--- config.mk ---
export PLATFORM = sky130hd
export DESIGN_NAME = ps_sequencer
export DESIGN_NICKNAME = d
export VERILOG_FILES = /design/src/common/ps_pkg.sv /design/src/common/ps_core_if.sv /design/src/rtl/ps_return_stack.sv /design/src/rtl/ps_phase_gen.sv /design/src/rtl/ps_sequencer.sv
export SDC_FILE = /design/constraint.sdc
export NUM_CORES = 1
export LEC_CHECK = 0
export BUFFER_PORTS_ARGS = -buffer_cell sky130_fd_sc_hd__buf_2
export CORE_AREA = 2 2 164 166
export DETAILED_ROUTE_END_ITERATION = 8
export DIE_AREA = 0 0 166 168
export RECOVER_POWER = 25
export SLEW_MARGIN = 20
export SYNTH_ARGS = -nofsm -noshare
export SYNTH_HDL_FRONTEND = slang
export SYNTH_SLANG_ARGS = --single-unit
--- constraint.sdc ---
create_clock -name core_clk_in -period 6.16 [get_ports core_clk_in]
set_input_delay 0.308 -clock core_clk_in [delete_from_list [all_inputs] [get_ports core_clk_in]]
set_output_delay 0.308 -clock core_clk_in [all_outputs]
set_load 0.005 [all_outputs]
--- src/common/ps_pkg.sv ---
// Purpose: shared constants and types of the program sequencer
// Assumes: core clock is the system clock, one period per system clock
// Notes: offsets are data memory addresses of the special registers
package ps_pkg;
  localparam int PC_W = 11;
  localparam int PM_W = 14;
  localparam int DATA_W = 8;
  localparam int REG_AW = 8;
  localparam int STACK_DEPTH = 4;
  localparam int NUM_INT = 4;
  localparam int PHASE_W = 2;
  localparam logic [PHASE_W-1:0] LAST_PHASE = 2'h3;
  localparam int SST_PERIODS = 1024;
  localparam int CLK_PER_SYS = 1;
  localparam int SST_CYCLES = SST_PERIODS * CLK_PER_SYS;
  localparam int SST_W = 11;
  localparam logic [REG_AW-1:0] PCL_OFS = 8'h06;
  localparam logic [REG_AW-1:0] TABLE_POINTER_OFS = 8'h07;
  localparam logic [REG_AW-1:0] TABLE_HIGH_BYTE_OFS = 8'h08;
  localparam logic [DATA_W-1:0] TABLE_POINTER_RST = 8'h00;
  localparam logic [DATA_W-1:0] TABLE_HIGH_BYTE_RST = 8'h00;
  localparam logic [PC_W-1:0] RESET_VEC = 11'h000;
  localparam logic [PC_W-1:0] VEC_EXT = 11'h004;
  localparam logic [PC_W-1:0] VEC_TMR0 = 11'h008;
  localparam logic [PC_W-1:0] VEC_TMR1 = 11'h00c;
  localparam logic [PC_W-1:0] VEC_ADC = 11'h010;
  localparam logic [NUM_INT*PC_W-1:0] INT_VECS =
    {VEC_ADC, VEC_TMR1, VEC_TMR0, VEC_EXT};
  localparam logic [2:0] LAST_PAGE = 3'h7;
  localparam int PAGE_LSB = 8;

  typedef enum logic [2:0] {
    CMD_NONE = 3'b000,
    CMD_SKIP = 3'b001,
    CMD_JUMP = 3'b010,
    CMD_CALL = 3'b011,
    CMD_RET = 3'b100,
    CMD_RETURN_FROM_INTERRUPT = 3'b101,
    CMD_TBL_CUR = 3'b110,
    CMD_TBL_LAST = 3'b111
  } ps_cmd_type;

  typedef enum logic [1:0] {
    PWR_START = 2'b00,
    PWR_RUN = 2'b01,
    PWR_HALT = 2'b10
  } ps_pwr_type;
endpackage

--- src/common/ps_core_if.sv ---
// Purpose: links sequencer, timing and return stack
// Assumes: one clock domain
// Notes: no clocking block
`timescale 1ns/1ps
interface ps_core_if;
  logic [ps_pkg::PHASE_W-1:0] phase;
  logic cyc_end;
  logic running;
  logic halt_req;
  logic push;
  logic pop;
  logic [ps_pkg::PC_W-1:0] push_addr;
  logic [ps_pkg::PC_W-1:0] top_addr;
  logic full;
  logic empty;
  modport seq (input phase, cyc_end, running, top_addr, full, empty,
    output halt_req, push, pop, push_addr);
  modport timing (input halt_req, output phase, cyc_end, running);
  modport stack (input push, pop, push_addr, output top_addr, full, empty);
endinterface

--- src/rtl/ps_return_stack.sv ---
// Purpose: hardware return stack, not visible to software
// Assumes: push and pop never in the same cycle
// Notes: a push when full overwrites the oldest entry
`timescale 1ns/1ps
module ps_return_stack #(
  parameter int DEPTH = ps_pkg::STACK_DEPTH
) (
  // clock and reset
  input wire logic core_clk_in,
  input wire logic rst_n_in,
  // sequencer side
  ps_core_if.stack stk
);
  localparam int IW = $clog2(DEPTH);
  localparam logic [IW:0] FULL_CNT = (IW+1)'(DEPTH);

  logic [ps_pkg::PC_W-1:0] mem_r [DEPTH];
  logic [IW-1:0] wr_r;
  logic [IW:0] cnt_r;
  logic [IW-1:0] top_idx;

  generate
    if (DEPTH < 2 || (1 << IW) != DEPTH) begin : g_bad_depth
      $error("stack depth must be a power of two of at least two");
    end
  endgenerate

  assign top_idx = wr_r - 1'b1;
  assign stk.top_addr = mem_r[top_idx];
  assign stk.full = (cnt_r == FULL_CNT);
  assign stk.empty = (cnt_r == '0);

  always_ff @(posedge core_clk_in) begin
    if (stk.push) begin
      mem_r[wr_r] <= stk.push_addr;
    end
  end

  always_ff @(posedge core_clk_in or negedge rst_n_in) begin
    if (!rst_n_in) begin
      wr_r <= '0;
      cnt_r <= '0;
    end else if (stk.push && !stk.pop) begin
      wr_r <= wr_r + 1'b1;
      if (cnt_r != FULL_CNT) begin
        cnt_r <= cnt_r + 1'b1;
      end
    end else if (stk.pop && !stk.push && cnt_r != '0) begin
      wr_r <= wr_r - 1'b1;
      cnt_r <= cnt_r - 1'b1;
    end
  end

  a_stack_push_top: assert property (@(posedge core_clk_in)
    disable iff (!rst_n_in) stk.push && !stk.pop
    |=> stk.top_addr == $past(stk.push_addr) && !stk.empty)
    else $error("pushed address not on top");
  a_stack_full_keep: assert property (@(posedge core_clk_in)
    disable iff (!rst_n_in) stk.push && stk.full |=> stk.full)
    else $error("overflowing push lost fullness");
  a_stack_pop_count: assert property (@(posedge core_clk_in)
    disable iff (!rst_n_in) stk.pop && !stk.push && !stk.empty
    |=> cnt_r == $past(cnt_r) - 1'b1)
    else $error("pop did not lower the index");
endmodule

--- src/rtl/ps_phase_gen.sv ---
// Purpose: four-phase instruction timing and start-up delay
// Assumes: wake_in is a level from the wake-up logic
// Notes: phases hold at zero while not running
`timescale 1ns/1ps
module ps_phase_gen (
  // clock and reset
  input wire logic core_clk_in,
  input wire logic rst_n_in,
  // wake-up from halt
  input wire logic wake_in,
  // sequencer side
  ps_core_if.timing tim
);
  localparam logic [ps_pkg::SST_W-1:0] SST_LAST =
    ps_pkg::SST_W'(ps_pkg::SST_CYCLES - 1);

  ps_pkg::ps_pwr_type state_r;
  logic [ps_pkg::SST_W-1:0] sst_r;
  logic [ps_pkg::PHASE_W-1:0] phase_r;

  assign tim.phase = phase_r;
  assign tim.running = (state_r == ps_pkg::PWR_RUN);
  assign tim.cyc_end = tim.running && phase_r == ps_pkg::LAST_PHASE;

  always_ff @(posedge core_clk_in or negedge rst_n_in) begin
    if (!rst_n_in) begin
      state_r <= ps_pkg::PWR_START;
      sst_r <= '0;
    end else begin
      case (state_r)
        ps_pkg::PWR_START: begin
          sst_r <= sst_r + 1'b1;
          if (sst_r == SST_LAST) begin
            state_r <= ps_pkg::PWR_RUN;
          end
        end
        ps_pkg::PWR_RUN: begin
          if (tim.halt_req) begin
            state_r <= ps_pkg::PWR_HALT;
          end
        end
        ps_pkg::PWR_HALT: begin
          sst_r <= '0;
          if (wake_in) begin
            state_r <= ps_pkg::PWR_START;
          end
        end
        default: state_r <= ps_pkg::PWR_START;
      endcase
    end
  end

  always_ff @(posedge core_clk_in or negedge rst_n_in) begin
    if (!rst_n_in) begin
      phase_r <= '0;
    end else if (tim.running && !tim.halt_req) begin
      phase_r <= phase_r + 1'b1;
    end else begin
      phase_r <= '0;
    end
  end

  a_phase_wrap: assert property (@(posedge core_clk_in)
    disable iff (!rst_n_in) tim.cyc_end && !tim.halt_req
    |=> phase_r == '0 ##3 tim.cyc_end)
    else $error("instruction cycle is not four clocks");
  a_startup_len: assert property (@(posedge core_clk_in)
    disable iff (!rst_n_in) $rose(tim.running)
    |-> $past(sst_r) == SST_LAST)
    else $error("start-up period length wrong");
endmodule

--- src/rtl/ps_sequencer.sv ---
// Purpose: program counter, fetch pipeline, vectors and table reads
// Assumes: the decoder answers cmd_in for instr_out within the cycle
// Notes: cmd_in, skip and PCL writes are taken on the last phase only; table pointer writes on any clock
`timescale 1ns/1ps
module ps_sequencer (
  // clock and reset
  input wire logic core_clk_in,
  input wire logic rst_n_in,
  // program memory
  output logic [ps_pkg::PC_W-1:0] pm_addr_out,
  input wire logic [ps_pkg::PM_W-1:0] pm_data_in,
  // decoder
  output logic [ps_pkg::PM_W-1:0] instr_out,
  output logic instr_valid_out,
  input wire ps_pkg::ps_cmd_type cmd_in,
  input wire logic skip_cond_in,
  input wire logic halt_in,
  input wire logic [ps_pkg::PC_W-1:0] target_in,
  // special registers
  input wire logic [ps_pkg::REG_AW-1:0] reg_addr_in,
  input wire logic reg_wr_in,
  input wire logic [ps_pkg::DATA_W-1:0] reg_wdata_in,
  output logic [ps_pkg::DATA_W-1:0] reg_rdata_out,
  // table data
  output logic [ps_pkg::DATA_W-1:0] tbl_low_out,
  output logic tbl_low_valid_out,
  // interrupts
  input wire logic [ps_pkg::NUM_INT-1:0] int_req_in,
  input wire logic [ps_pkg::NUM_INT-1:0] int_en_in,
  output logic [ps_pkg::NUM_INT-1:0] int_pend_out,
  output logic [ps_pkg::NUM_INT-1:0] int_ack_out,
  output logic int_return_out,
  // power
  input wire logic wake_in,
  output logic running_out
);
  localparam int NI = ps_pkg::NUM_INT;
  localparam int PW = ps_pkg::PC_W;
  localparam int PL = ps_pkg::PAGE_LSB;

  ps_core_if core ();

  logic [PW-1:0] pc_r;
  logic [PW-1:0] pm_addr_r;
  logic [ps_pkg::PM_W-1:0] instr_r;
  logic [ps_pkg::PM_W-1:0] hold_r;
  logic valid_r;
  logic tbl_cyc_r;
  logic [ps_pkg::DATA_W-1:0] table_pointer_r;
  logic [ps_pkg::DATA_W-1:0] table_high_byte_r;
  logic [ps_pkg::DATA_W-1:0] tbl_low_r;
  logic tbl_low_vld_r;
  logic [ps_pkg::DATA_W-1:0] rdata_r;
  logic [NI-1:0] pend_r;
  logic [NI-1:0] ack_r;
  logic iret_r;
  logic run_r;

  ps_pkg::ps_cmd_type exec_cmd;
  logic pcl_wr;
  logic xfer;
  logic tbl_go;
  logic [PW-1:0] tgt;
  logic [PW-1:0] tbl_addr;
  logic [NI-1:0] cand;
  logic [NI-1:0] ack_vec;
  logic [PW-1:0] int_vec;
  logic [2:0] pc_page;

  ps_phase_gen u_phase (
    .core_clk_in(core_clk_in),
    .rst_n_in(rst_n_in),
    .wake_in(wake_in),
    .tim(core.timing)
  );

  ps_return_stack #(
    .DEPTH(ps_pkg::STACK_DEPTH)
  ) u_stack (
    .core_clk_in(core_clk_in),
    .rst_n_in(rst_n_in),
    .stk(core.stack)
  );

  assign pc_page = pc_r[PW-1:PL];
  assign exec_cmd = valid_r ? cmd_in : ps_pkg::CMD_NONE;
  assign pcl_wr = core.cyc_end && valid_r && reg_wr_in &&
    reg_addr_in == ps_pkg::PCL_OFS;

  assign tbl_addr = (exec_cmd == ps_pkg::CMD_TBL_LAST) ?
    {ps_pkg::LAST_PAGE, table_pointer_r} : {pc_page, table_pointer_r};

  assign cand = pend_r & int_en_in;
  assign ack_vec = (core.cyc_end && !tbl_cyc_r && !xfer && !tbl_go &&
    !core.halt_req && !core.full) ? (cand & (~cand + 1'b1)) : '0;

  always_comb begin
    int_vec = ps_pkg::RESET_VEC;
    for (int i = 0; i < NI; i++) begin
      if (ack_vec[i]) begin
        int_vec = ps_pkg::INT_VECS[i*PW +: PW];
      end
    end
  end

  always_comb begin
    xfer = 1'b0;
    tbl_go = 1'b0;
    tgt = pc_r;
    core.pop = 1'b0;
    if (core.cyc_end && !tbl_cyc_r) begin
      case (exec_cmd)
        ps_pkg::CMD_SKIP: begin
          if (skip_cond_in) begin
            xfer = 1'b1;
            tgt = pc_r + 1'b1;
          end
        end
        ps_pkg::CMD_JUMP, ps_pkg::CMD_CALL: begin
          xfer = 1'b1;
          tgt = target_in;
        end
        ps_pkg::CMD_RET, ps_pkg::CMD_RETURN_FROM_INTERRUPT: begin
          xfer = 1'b1;
          tgt = core.top_addr;
          core.pop = 1'b1;
        end
        ps_pkg::CMD_TBL_CUR, ps_pkg::CMD_TBL_LAST: begin
          tbl_go = 1'b1;
        end
        default: begin
        end
      endcase
      if (pcl_wr && !xfer && !tbl_go) begin
        xfer = 1'b1;
        tgt = {pc_page, reg_wdata_in};
      end
    end
  end

  assign core.push = (core.cyc_end && !tbl_cyc_r &&
    exec_cmd == ps_pkg::CMD_CALL) || (ack_vec != '0);
  assign core.push_addr = pc_r;
  assign core.halt_req = core.cyc_end && !tbl_cyc_r && valid_r &&
    halt_in && exec_cmd == ps_pkg::CMD_NONE && !pcl_wr;

  always_ff @(posedge core_clk_in or negedge rst_n_in) begin
    if (!rst_n_in) begin
      pc_r <= ps_pkg::RESET_VEC;
      pm_addr_r <= ps_pkg::RESET_VEC;
      instr_r <= '0;
      hold_r <= '0;
      valid_r <= 1'b0;
      tbl_cyc_r <= 1'b0;
    end else if (core.cyc_end) begin
      if (tbl_cyc_r) begin
        instr_r <= hold_r;
        valid_r <= 1'b1;
        tbl_cyc_r <= 1'b0;
        pm_addr_r <= pc_r;
      end else if (xfer || ack_vec != '0) begin
        valid_r <= 1'b0;
        pc_r <= xfer ? tgt : int_vec;
        pm_addr_r <= xfer ? tgt : int_vec;
      end else if (tbl_go) begin
        hold_r <= pm_data_in;
        valid_r <= 1'b0;
        tbl_cyc_r <= 1'b1;
        pc_r <= pc_r + 1'b1;
        pm_addr_r <= tbl_addr;
      end else begin
        instr_r <= pm_data_in;
        valid_r <= 1'b1;
        pc_r <= pc_r + 1'b1;
        pm_addr_r <= pc_r + 1'b1;
      end
    end
  end

  always_ff @(posedge core_clk_in or negedge rst_n_in) begin
    if (!rst_n_in) begin
      table_high_byte_r <= ps_pkg::TABLE_HIGH_BYTE_RST;
      tbl_low_r <= '0;
      tbl_low_vld_r <= 1'b0;
    end else begin
      tbl_low_vld_r <= core.cyc_end && tbl_cyc_r;
      if (core.cyc_end && tbl_cyc_r) begin
        tbl_low_r <= pm_data_in[PL-1:0];
        table_high_byte_r <= ps_pkg::DATA_W'(pm_data_in[ps_pkg::PM_W-1:PL]);
      end
    end
  end

  // table pointer writes and register reads
  always_ff @(posedge core_clk_in or negedge rst_n_in) begin
    if (!rst_n_in) begin
      table_pointer_r <= ps_pkg::TABLE_POINTER_RST;
      rdata_r <= '0;
    end else begin
      if (reg_wr_in && reg_addr_in == ps_pkg::TABLE_POINTER_OFS) begin
        table_pointer_r <= reg_wdata_in;
      end
      case (reg_addr_in)
        ps_pkg::PCL_OFS: rdata_r <= pc_r[PL-1:0];
        ps_pkg::TABLE_POINTER_OFS: rdata_r <= table_pointer_r;
        ps_pkg::TABLE_HIGH_BYTE_OFS: rdata_r <= table_high_byte_r;
        default: rdata_r <= '0;
      endcase
    end
  end

  generate
    for (genvar g = 0; g < NI; g++) begin : g_pend
      always_ff @(posedge core_clk_in or negedge rst_n_in) begin
        if (!rst_n_in) begin
          pend_r[g] <= 1'b0;
        end else begin
          pend_r[g] <= int_req_in[g] | (pend_r[g] & ~ack_vec[g]);
        end
      end
    end
  endgenerate

  // status pulses and running flag
  always_ff @(posedge core_clk_in or negedge rst_n_in) begin
    if (!rst_n_in) begin
      ack_r <= '0;
      iret_r <= 1'b0;
      run_r <= 1'b0;
    end else begin
      ack_r <= ack_vec;
      iret_r <= core.pop && exec_cmd == ps_pkg::CMD_RETURN_FROM_INTERRUPT;
      run_r <= core.running;
    end
  end

  assign pm_addr_out = pm_addr_r;
  assign instr_out = instr_r;
  assign instr_valid_out = valid_r;
  assign reg_rdata_out = rdata_r;
  assign tbl_low_out = tbl_low_r;
  assign tbl_low_valid_out = tbl_low_vld_r;
  assign int_pend_out = pend_r;
  assign int_ack_out = ack_r;
  assign int_return_out = iret_r;
  assign running_out = run_r;

  a_pc_increment: assert property (@(posedge core_clk_in)
    disable iff (!rst_n_in) core.cyc_end && !tbl_cyc_r && !xfer &&
    ack_vec == '0 |=> pc_r == $past(pc_r) + 11'h001)
    else $error("counter did not step by one");
  a_dummy_after_xfer: assert property (@(posedge core_clk_in)
    disable iff (!rst_n_in) core.cyc_end && xfer |=> (!valid_r) [*3])
    else $error("no dummy cycle after transfer");
  a_skip_target: assert property (@(posedge core_clk_in)
    disable iff (!rst_n_in) core.cyc_end && !tbl_cyc_r &&
    exec_cmd == ps_pkg::CMD_SKIP && skip_cond_in
    |=> pm_addr_r == $past(pc_r) + 11'h001 && !valid_r)
    else $error("skip target wrong");
  a_pcl_page: assert property (@(posedge core_clk_in)
    disable iff (!rst_n_in) pcl_wr && exec_cmd == ps_pkg::CMD_NONE
    |=> pc_r == {$past(pc_page), $past(reg_wdata_in)})
    else $error("short jump left the page");
  a_ext_vector: assert property (@(posedge core_clk_in)
    disable iff (!rst_n_in) ack_vec[0] |=> pm_addr_r == 11'h004)
    else $error("external vector wrong");
  a_tbl_last_page: assert property (@(posedge core_clk_in)
    disable iff (!rst_n_in) tbl_go && exec_cmd == ps_pkg::CMD_TBL_LAST
    |=> pm_addr_r[PW-1:PL] == 3'h7 && tbl_cyc_r)
    else $error("last page table address wrong");
  a_tbl_two_cycles: assert property (@(posedge core_clk_in)
    disable iff (!rst_n_in) tbl_go |-> ##5 tbl_low_vld_r && valid_r)
    else $error("table read not done in two cycles");
  a_int_order: assert property (@(posedge core_clk_in)
    disable iff (!rst_n_in) ack_vec != '0 |-> $onehot(ack_vec) &&
    ((ack_vec - 4'h1) & cand) == '0 && !core.full)
    else $error("interrupt order or full stack broken");
endmodule

After elaboration in Yosys (flattened, before gate mapping) --
Memories as Yosys holds them, arrays and structs flattened. Cells that the tools add are included.
Word-level totals: flip-flop bits (word level) 113, memories 1, output and inout port bits 53, bits in latches 0, ROM bits 0, bits of input ports 58, logic and storage cells 170, bits in writable memories 44
Memory list:
- u_stack.mem_r | depth 4, bits a word 11, rd ports 1, clocked after memory_dff 0, write ports 1, line ps_return_stack.sv:17 | logic [ps_pkg::PC_W-1:0] mem_r [DEPTH];
Cells by class: multiply operators 0, reduce and logical (&&, ||, !) cells 50, $add $sub $neg 8, mux-type cells 49, $lt $le $gt $ge 0, divide/modulo/power cells 0, equal/unequal tests 22, shift-type cells 0, bitwise operators 17
Operator list (number):
- 11-bit 2-to-1 mux | 9
- 14-bit 2-to-1 mux | 3
- 11-bit case mux with 3 select lines | 1
- 8-bit case mux with 3 select lines | 1
- 1-bit logical AND | 23
- 11-bit by 1-bit adder with 11-bit output (second input constant) | 2
- 11-bit case mux with 2 select lines | 1
- 1-bit 2-to-1 mux | 17
- 8-bit by 3-bit equality test with 1-bit output (second input constant) | 2
- 3-bit equality test (second input constant) | 5
- 3-bit 2-to-1 mux | 5
- 2-bit 2-to-1 mux | 6
- 4-bit 2-to-1 mux | 3
- 11-bit by 10-bit equality test with 1-bit output (second input constant) | 1
- 1-bit logical NOT | 10
- 4-bit AND | 2
- 8-bit by 4-bit equality test with 1-bit output (second input constant) | 1
- 2-bit != test (second input constant) | 4
- 3-bit by 2-bit equality test with 1-bit output (second input constant) | 2
- 1-bit NOT | 6
- 2-bit case mux with 3 select lines | 1
- 3-bit AND reduction | 2
- 2-bit OR reduction | 3
- 5-bit 2-to-1 mux | 1
- other kinds (23) | 35

Logic depth before layout (Yosys ltp) --
Gate-level depths: netlist of run 1.
word-level depth 23, mapped depth 12, mapped depth without buffers 10

Cells and area by module --
A second synthesis of run 1 with hierarchy kept.
Second synthesis, totals: cell total of the unflattened synthesis 772, area, all modules 7905.1 um^2
By module, submodules not included:
- ps_sequencer | instances 1, seq. area each 2327.2 um^2, cells each 583, area an instance 5029.8 um^2
- ps_return_stack | instances 1, seq. area each 1446.4 um^2, cells each 108, area an instance 2092.0 um^2
- ps_phase_gen | instances 1, seq. area each 375.4 um^2, cells each 81, area an instance 783.3 um^2

Worst setup path after synthesis of run 1 --
No wires, ideal clock.
path kind reg2reg, from register u_stack.wr_r[0], to register pc_r[5] (netlist: core.push_addr[5]), stages on the path, launching flop included 11, setup slack 3394 ps, arrival 2631 ps, clock period less this slack 2766 ps, path through dfrtp_1 buf_2 inv_1 ha_1 clkbuf_1 mux4_2 a222oi_1 o211ai_1 o211ai_1 o31a_1 o22ai_1
Between the ends: cells in the longest elaborated chain, start to end 7
RTL lines:
- from (decl) | line ps_return_stack.sv:18 | logic [IW-1:0] wr_r;
- from (signal assigned) | line ps_return_stack.sv:44 | wr_r <= wr_r + 1'b1;
- from (signal assigned) | line ps_return_stack.sv:49 | wr_r <= wr_r - 1'b1;
- 2-bit by 1-bit subtractor with 2-bit output | line ps_return_stack.sv:28 | assign top_idx = wr_r - 1'b1;
- memory read 4 x 11 bit
- 11-bit case mux with 3 select lines | line ps_sequencer.sv:112 | case (exec_cmd)
- 11-bit 2-to-1 mux | line ps_sequencer.sv:134 | if (pcl_wr && !xfer && !tbl_go) begin
- 11-bit 2-to-1 mux | line ps_sequencer.sv:111 | if (core.cyc_end && !tbl_cyc_r) begin
- 11-bit 2-to-1 mux | line ps_sequencer.sv:163 | pc_r <= xfer ? tgt : int_vec;
- 11-bit 2-to-1 mux | line ps_sequencer.sv:161 | end else if (xfer || ack_vec != '0) begin
- to (signal assigned) | line ps_sequencer.sv:163
- to (signal assigned) | line ps_sequencer.sv:169 | pc_r <= pc_r + 1'b1;
- to (signal assigned) | line ps_sequencer.sv:174 | pc_r <= pc_r + 1'b1;
- to (decl) | line ps_sequencer.sv:43 | logic [PW-1:0] pc_r;
No other way between the ends. A chain may end at the register's enable or synchronous reset.

Final worst setup path of run 1 --
Same ends and word-level chain as after synthesis.

==> results of run 1 <==
[routing by layer]
metal / track usage (%) / routed length [um] / vias to the layer above
met5: 0 / 14 / -
met4: 6.125 / 558 / 2
met3: 4.866 / 1920 / 30
met2: 24.41 / 10140 / 254
met1: 21.45 / 9491 / 2983
li1: - / - / 2762
[placed cells by master, fill, tap and decap left out, types with 9 or more instances in the layout]
cell type | synthesis | layout
buf_2 | 8 | 109
o22ai_1 | 29 | 29
nor3_1 | 11 | 11
o21ai_0 | 40 | 40
edfxtp_1 | 44 | 44
a21oi_1 | 47 | 47
nor2_1 | 41 | 41
mux4_2 | 11 | 11
nand3_1 | 20 | 20
inv_1 | 12 | 12
and3_1 | 11 | 11
clkbuf_16 | 0 | 17
a22oi_1 | 9 | 9
mux2_2 | 37 | 37
dfrtp_1 | 113 | 113
nand2_1 | 58 | 58
a31oi_1 | 13 | 13
xnor2_1 | 10 | 10
[kinds of logic after synthesis]
kind of cell	after synthesis
flip-flops	157
buffers and inverters	59
AO/OA/AOI/OAI	195
AND/OR/NAND/NOR	199
XOR/XNOR	16
adder cells (fa/ha/maj)	8
multiplexers	52
[final cells by class]
class | instances | area, um2
Antenna cell | 2 | 5.005
Clock inverter | 14 | 158.9
Sequential cell | 157 | 4149
Fill cell | 2620 | 17280
Multi-Input combinational cell | 470 | 3259
Inverter | 13 | 48.80
Timing Repair Buffer | 116 | 596.8
Clock buffer | 18 | 430.4
Tap cell | 341 | 426.7
[worst reg2reg max path, delay by kind of cell (launching register included)]
kind,cells,cell delay (ns)
compound gates,5,1.16
fa+ha+maj,1,0.69
buf+inv,1,0.18
flops,1,0.88
mux,1,0.39
[stage by stage]
step                      hold WS [ns]  std cells  util [%]  setup slack [ns]
final                          0.05449       1131     34.44             2.743
after global routing           0.04995       1129     34.42             2.156
after CTS                      0.04578       1129     34.43             2.547
after detailed placement        0.3977       1096     32.16             2.531
after global placement          0.3929       1096     32.16             2.629
after floorplan                0.01241        686         -             3.394
[sequential cells by signal, indices dropped and copies added, names as in the netlist, 6 cells and up]
name,flops
hold_r,14
instr_out,14
u_stack.mem_r,44
core.push_addr,11
reg_rdata_out,8
pm_addr_out,11
u_phase.sst_r,11
table_pointer_r,8
tbl_low_out,8
table_high_byte_r,6
[worst min-delay path by stage]
stage,cells past startpoint,startpoint,end,slack (ns)
2_1_floorplan,0,rst_n_in,core.push_addr[0]$_DFFE_PN0P_,0.01
3_3_place_gp,1,rst_n_in,tbl_low_out[2]$_DFFE_PN0P_,0.39
3_5_place_dp,1,rst_n_in,tbl_low_out[2]$_DFFE_PN0P_,0.40
4_1_cts,2,int_req_in[1],int_pend_out[1]$_DFF_PN0_,0.05
5_1_grt,2,int_req_in[0],int_pend_out[0]$_DFF_PN0_,0.05
6_report,2,int_req_in[1],int_pend_out[1]$_DFF_PN0_,0.05
[power by group]
group          total [mW]  switching (mW)  internal, mW
sequential           1.53           0.253          1.27
clock                1.07           0.465         0.607
combinational       0.801           0.420         0.380
==> results by group, run 1 <==
Yosys
  – Synth warn: 0
  – Cells after Synth: 686
  – Top cells by area, synth: dfrtp_1 37%, edfxtp_1 17%, mux2_2 5.4%, mux4_2 3.2%, a21oi_1 3.0%
  – Compound-Gate Fraction of Synth Area: 16.23%
  – Post-synthesis sequential area ratio: 53.70%
  – Main synth FF type: dfrtp_1
  – Count of unique library cells instantiated by Yosys: 73
  – Synth top cells by count: 113 x dfrtp_1, 58 x nand2_1, 47 x a21oi_1, 44 x edfxtp_1, 41 x nor2_1
  – Adder-Cell Fraction of Synth Area: 1.296%
  – Yosys top cell area share: 36.60%
  – Async set-or-reset flop fraction in the synthesized netlist: 71.97%
  – Flops & latches, synth: 157
  – Area of the mapped netlist: 7726 um2
  – Post-synthesis mux area share: 9.182%
  – Largest family of logic cells by synthesized area: compound AO/OA/AOI/OAI gates
  – Most area-hungry cell type in the Yosys netlist: dfrtp_1
  – Syn_area_per_cell: 11.26 um2
  – Post-synth EDFFs: 44
  – Post-Synth Simple-Gate Area: 13.49%
  – Top-count cell post-synth: dfrtp_1
  – Post-synthesis net count: 752
  – Post-synthesis xor/xnor area fraction: 1.814%

STA
  – Fin Setup TNS: 0 ns
  – Final setup violation count: 0
  – Fmax: 0.2927 GHz
  – Final-report hold violation count: 0
  – Fin. max-slew vios: 53
  – Final Skew: 0.01571 ns
  – Unrepaired setup endpoints after global routing: false
  – Period utilisation layout: 55.47%
  – Tightest Pin Transition: 2.834 ns
  – Max_slew headroom: -88.93%
  – Min Tclk post-route: 3.417 ns

Floorplanning
  – Die Wd: 166 um
  – Die Y: 168 um
  – IO Pins: 111
  – Die area: 27890 um2
  – Row Count: 60
  – Initial Util: 29.32%
  – Core area: 26350 um2

GRT
  – First-pass GRT wire length: 34810 um
  – Largest net degree at the start of global routing: 63
  – All-Layer GR Usage: 16.01%
  – Total grt overflow: 0
  – Initial antenna violation count: 3
  – Vias in the first global route: 5952

Detailed routing
  – Final wirelength: 22120 um
  – WL/cell: 19.56 um
  – Via count: 6031
  – Post-route ant nets: 0
  – Vias/cell: 5.332
  – Drt drc: 0
  – Drt pass-1 iters: 5
  – Initial DRC count: 612

Worst setup path
  – CP Launch Type: flip-flop
  – Slowest-stage cell, CP: dfrtp_1
  – Critical path type: flip-flop to flip-flop
  – Worst Path Required: 6.47 ns
  – End of the critical path: core.push_addr[5]$_DFFE_PN0P_
  – Reg2Reg Setup Slack: 2.74 ns
  – Worst Path Max Fanout: 15
  – Top cell family by delay on the critical path: compound AO/OA/AOI/OAI gates
  – FF-to-FF path depth: 8
  – CP Capture Type: flip-flop
  – Crit path depth: 8
  – Timing startpoint of the critical path: u_stack.wr_r[0]$_DFFE_PN0P_
  – Worst path bufs/invs: 1
  – CP cell instances: inv_1, ha_1, mux4_2, a222oi_1, o211ai_1, o211ai_1, o31a_1, o22ai_1
  – CP max stage delay: 0.88 ns
  – Critical Path AT: 3.73 ns
  – FF-to-FF Start: u_stack.wr_r[0]$_DFFE_PN0P_
  – R2R Path End: core.push_addr[5]$_DFFE_PN0P_
  – Crit path top cell by count: o211ai_1

Power
  – Pwr Density: 374.5 nW/um2
  – Max IR drop VDD: 0.2171 mV
  – Leak Pwr: 3.880 nW
  – PnR Total Power: 3.398 mW

CTS
  – CTS sink count: 157
  – CTS tree: yes
  – CTS clock-pin slew for the worst setup and hold paths: 0.07 ns
  – CTS Hold Bufs: 1
  – CTS root buffer: clkbuf_16
  – Post-CTS Setup Repair Bufs: 0
  – H-tree lvl count: 4
  – Worst-Skew Late Latency: 0.44 ns
  – Post_cts resized: 0
  – CTS Buffer Depth: 2
  – Cts bufs inserted: 17

Layout
  – Area grow syn2layout: 17.46%
  – Ratio of cells with drive above 1 in the final layout: 27.03%
  – Final #Nets: 841
  – Design area: 9075 um2

Placed design
  – # port buffers: 110
  – Global placer's final weighted congestion: 0.8338
  – Hpwl dp: 15400 um
  – Placed cell area: 8473 um2

Status
  – Status: complete, but fails checks
  – Failing checks: capacitance limit, slew limit

Hold path
  – Min-Delay Path Class: input port to flip-flop

Flow run
  – Max-cap violations: 1
Power figures use the tool's default switching activity.
==> inputs of run 2 (changes only) <==
clock period = 3.4 ns   (was 6.16 ns; I/O delays follow)
==> results by group, run 2 (synthesis results as in run 1) <==
Status
  – Status: complete, but fails checks (unchanged)
  – Failing checks: capacitance limit, slew limit (unchanged)

Placed design
  – Global placer's final weighted congestion: 0.8246 (was 0.8338)
  – Hpwl dp: 15480 um (was 15400 um)
  – Placed cell area: 8630 um2 (was 8473 um2)
  – Setup slack after placement: 0.5172 ns (was 2.531 ns)
  – # port buffers: 110 (unchanged)

Floorplanning
  – IO Pins: 111 (unchanged)
  – Initial Util: 29.32% (unchanged)
  – Die Wd: 166 um (unchanged)
  – Row Count: 60 (unchanged)
  – Die Y: 168 um (unchanged)
  – Core area: 26350 um2 (unchanged)
  – Die area: 27890 um2 (unchanged)

CTS
  – Post_cts resized: 0 (unchanged)
  – H-tree lvl count: 4 (unchanged)
  – Post-CTS Setup Repair Bufs: 0 (unchanged)
  – CTS tree: yes (unchanged)
  – CTS root buffer: clkbuf_16 (unchanged)
  – Worst-Skew Late Latency: 0.43 ns (was 0.44 ns)
  – CTS clock-pin slew for the worst setup and hold paths: 0.07 ns (about the same)
  – CTS Buffer Depth: 2 (unchanged)
  – CTS sink count: 157 (unchanged)
  – CTS Hold Bufs: 16 (was 1)
  – Cts bufs inserted: 17 (unchanged)

Worst setup path
  – Worst Path Required: 3.75 ns (was 6.47 ns)
  – Critical path type: flip-flop to flip-flop (unchanged)
  – CP Launch Type: flip-flop (unchanged)
  – Worst Path Max Fanout: 14 (was 15)
  – Critical Path AT: 3.24 ns (was 3.73 ns)
  – CP Capture Type: flip-flop (unchanged)

Detailed routing
  – WL/cell: 18.87 um (was 19.56 um)
  – Drt pass-1 iters: 7 (was 5)
  – Final wirelength: 21960 um (was 22120 um)
  – Via count: 6047 (was 6031)
  – Vias/cell: 5.195 (was 5.332)
  – Post-route ant nets: 0 (unchanged)
  – Initial DRC count: 512 (was 612)
  – Drt drc: 0 (unchanged)

GRT
  – Largest net degree at the start of global routing: 80 (was 63)
  – Initial antenna violation count: 0 (was 3)
  – Vias in the first global route: 6012 (was 5952)
  – Total grt overflow: 0 (unchanged)
  – First-pass GRT wire length: 34390 um (was 34810 um)
  – All-Layer GR Usage: 15.86% (was 16.01%)

Layout
  – Ratio of cells with drive above 1 in the final layout: 27.70% (was 27.03%)
  – Largest Register: u_stack.mem_r (unchanged)
  – # diodes: 0 (was 2)
  – Most common library cell in the layout ignoring fill and taps: dfrtp_1 (unchanged)
  – Fillers: 2598 (was 2620)
  – Design area: 9369 um2 (was 9075 um2)
  – Most frequent cells in the layout: 113 x dfrtp_1, 109 x buf_2, 58 x nand2_1, 47 x a21oi_1, 44 x edfxtp_1 (unchanged)
  – Area occupied by multi-input gates: 3252 um2 (was 3259 um2)
  – Seq. cell area: 4149 um2 (unchanged)
  – Max reg flops: 44 (unchanged)
  – Final #Nets: 876 (was 841)
  – Area grow syn2layout: 21.26% (was 17.46%)

STA
  – Fmax: 0.3468 GHz (was 0.2927 GHz)
  – Hold WS: 0.009469 ns (was 0.05449 ns)
  – Final-report hold violation count: 0 (unchanged)
  – Tightest Pin Transition: 2.003 ns (was 2.834 ns)
  – Final setup violation count: 0 (unchanged)
  – Fin Setup TNS: 0 ns (unchanged)
  – Max_slew headroom: -33.53% (was -88.93%)
  – Smallest setup slack after layout: 0.5165 ns (was 2.743 ns)
  – Min Tclk post-route: 2.883 ns (was 3.417 ns)
  – Final Skew: 0.01244 ns (was 0.01571 ns)
  – Fin. max-slew vios: 79 (was 53)
  – Unrepaired setup endpoints after global routing: false (unchanged)
  – Period utilisation layout: 84.81% (was 55.47%)

Power
  – Pwr Density: 660.2 nW/um2 (was 374.5 nW/um2)
  – Leak Pwr: 4.039 nW (was 3.880 nW)
  – Max IR drop VDD: 0.3923 mV (was 0.2171 mV)

Hold path
  – Min-Delay Path Class: input port to flip-flop (unchanged)

Flow run
  – Max-cap violations: 1 (unchanged)
## run 2: final cells by class
class                      count  area share (%)
sequential                   157           44.28
multi-input combinational    470           34.71
timing repair buffer         151           9.642
clock buffer                  18           4.581
tap                          341           4.554
clock inverter                14           1.709
inverter                      13          0.5208
## run 2: critical path, cell delays in order, from the launching register on
cell and delay, ns:
dfrtp_1 0.54, nand4bb_1 0.29, a221oi_1 0.31, o21ai_2 0.18, o31ai_2 0.54, buf_4 0.24
xnor2_1 0.06, ha_1 0.22, nor4_1 0.22, a31oi_1 0.09, o21ai_2 0.12
## run 2: layer usage
metal | part of all wire (%) | vias up | GRT usage, %
met4 | 2.6 | 0 | 6.238
met3 | 7.3 | 37 | 4.372
met5 | 0 | - | 0
met1 | 44 | 2966 | 21.15
li1 | - | 2834 | -
met2 | 46 | 210 | 24.55
## run 2: path summary, 6_finish.rpt
path	from	slack (ns)	depth (start not counted)	end
worst max-delay path	u_phase.state_r[1]$_DFFE_PN0P_	0.52	10	u_stack.cnt_r[2]$_DFFE_PN0P_
worst min-delay path	reg_wdata_in[7]	0.009	2	table_pointer_r[7]$_DFFE_PN0P_
worst max register to register	u_phase.state_r[1]$_DFFE_PN0P_	0.52	10	u_stack.cnt_r[2]$_DFFE_PN0P_
worst min register to register	u_phase.tim.phase[0]$_DFF_PN0_	0.44	1	u_phase.tim.phase[0]$_DFF_PN0_
max in group asynchronous	rst_n_in	1.37	2	core.push_addr[10]$_DFFE_PN0P_
min in group asynchronous	rst_n_in	0.85	2	tbl_low_out[3]$_DFFE_PN0P_
## run 2: metrics by stage
step	utilization, %	power [mW]	cells
final	35.56	6.186	1164
after global routing	35.56	6.543	1164
after CTS	35.59	6.237	1164
after detailed placement	32.75	4.276	1116
after global placement	32.75	4.251	1116
after floorplan	-	3.656	686
## run 2: power breakdown
| group | switching [mW] | internal (mW) | leakage, nW |
|---|---|---|---|
| Clock | 0.828 | 1.10 | 0.283 |
| Sequential | 0.358 | 2.31 | 1.86 |
| Combinational | 0.856 | 0.738 | 1.89 |
| Total | 2.04 | 4.14 | 4.04 |
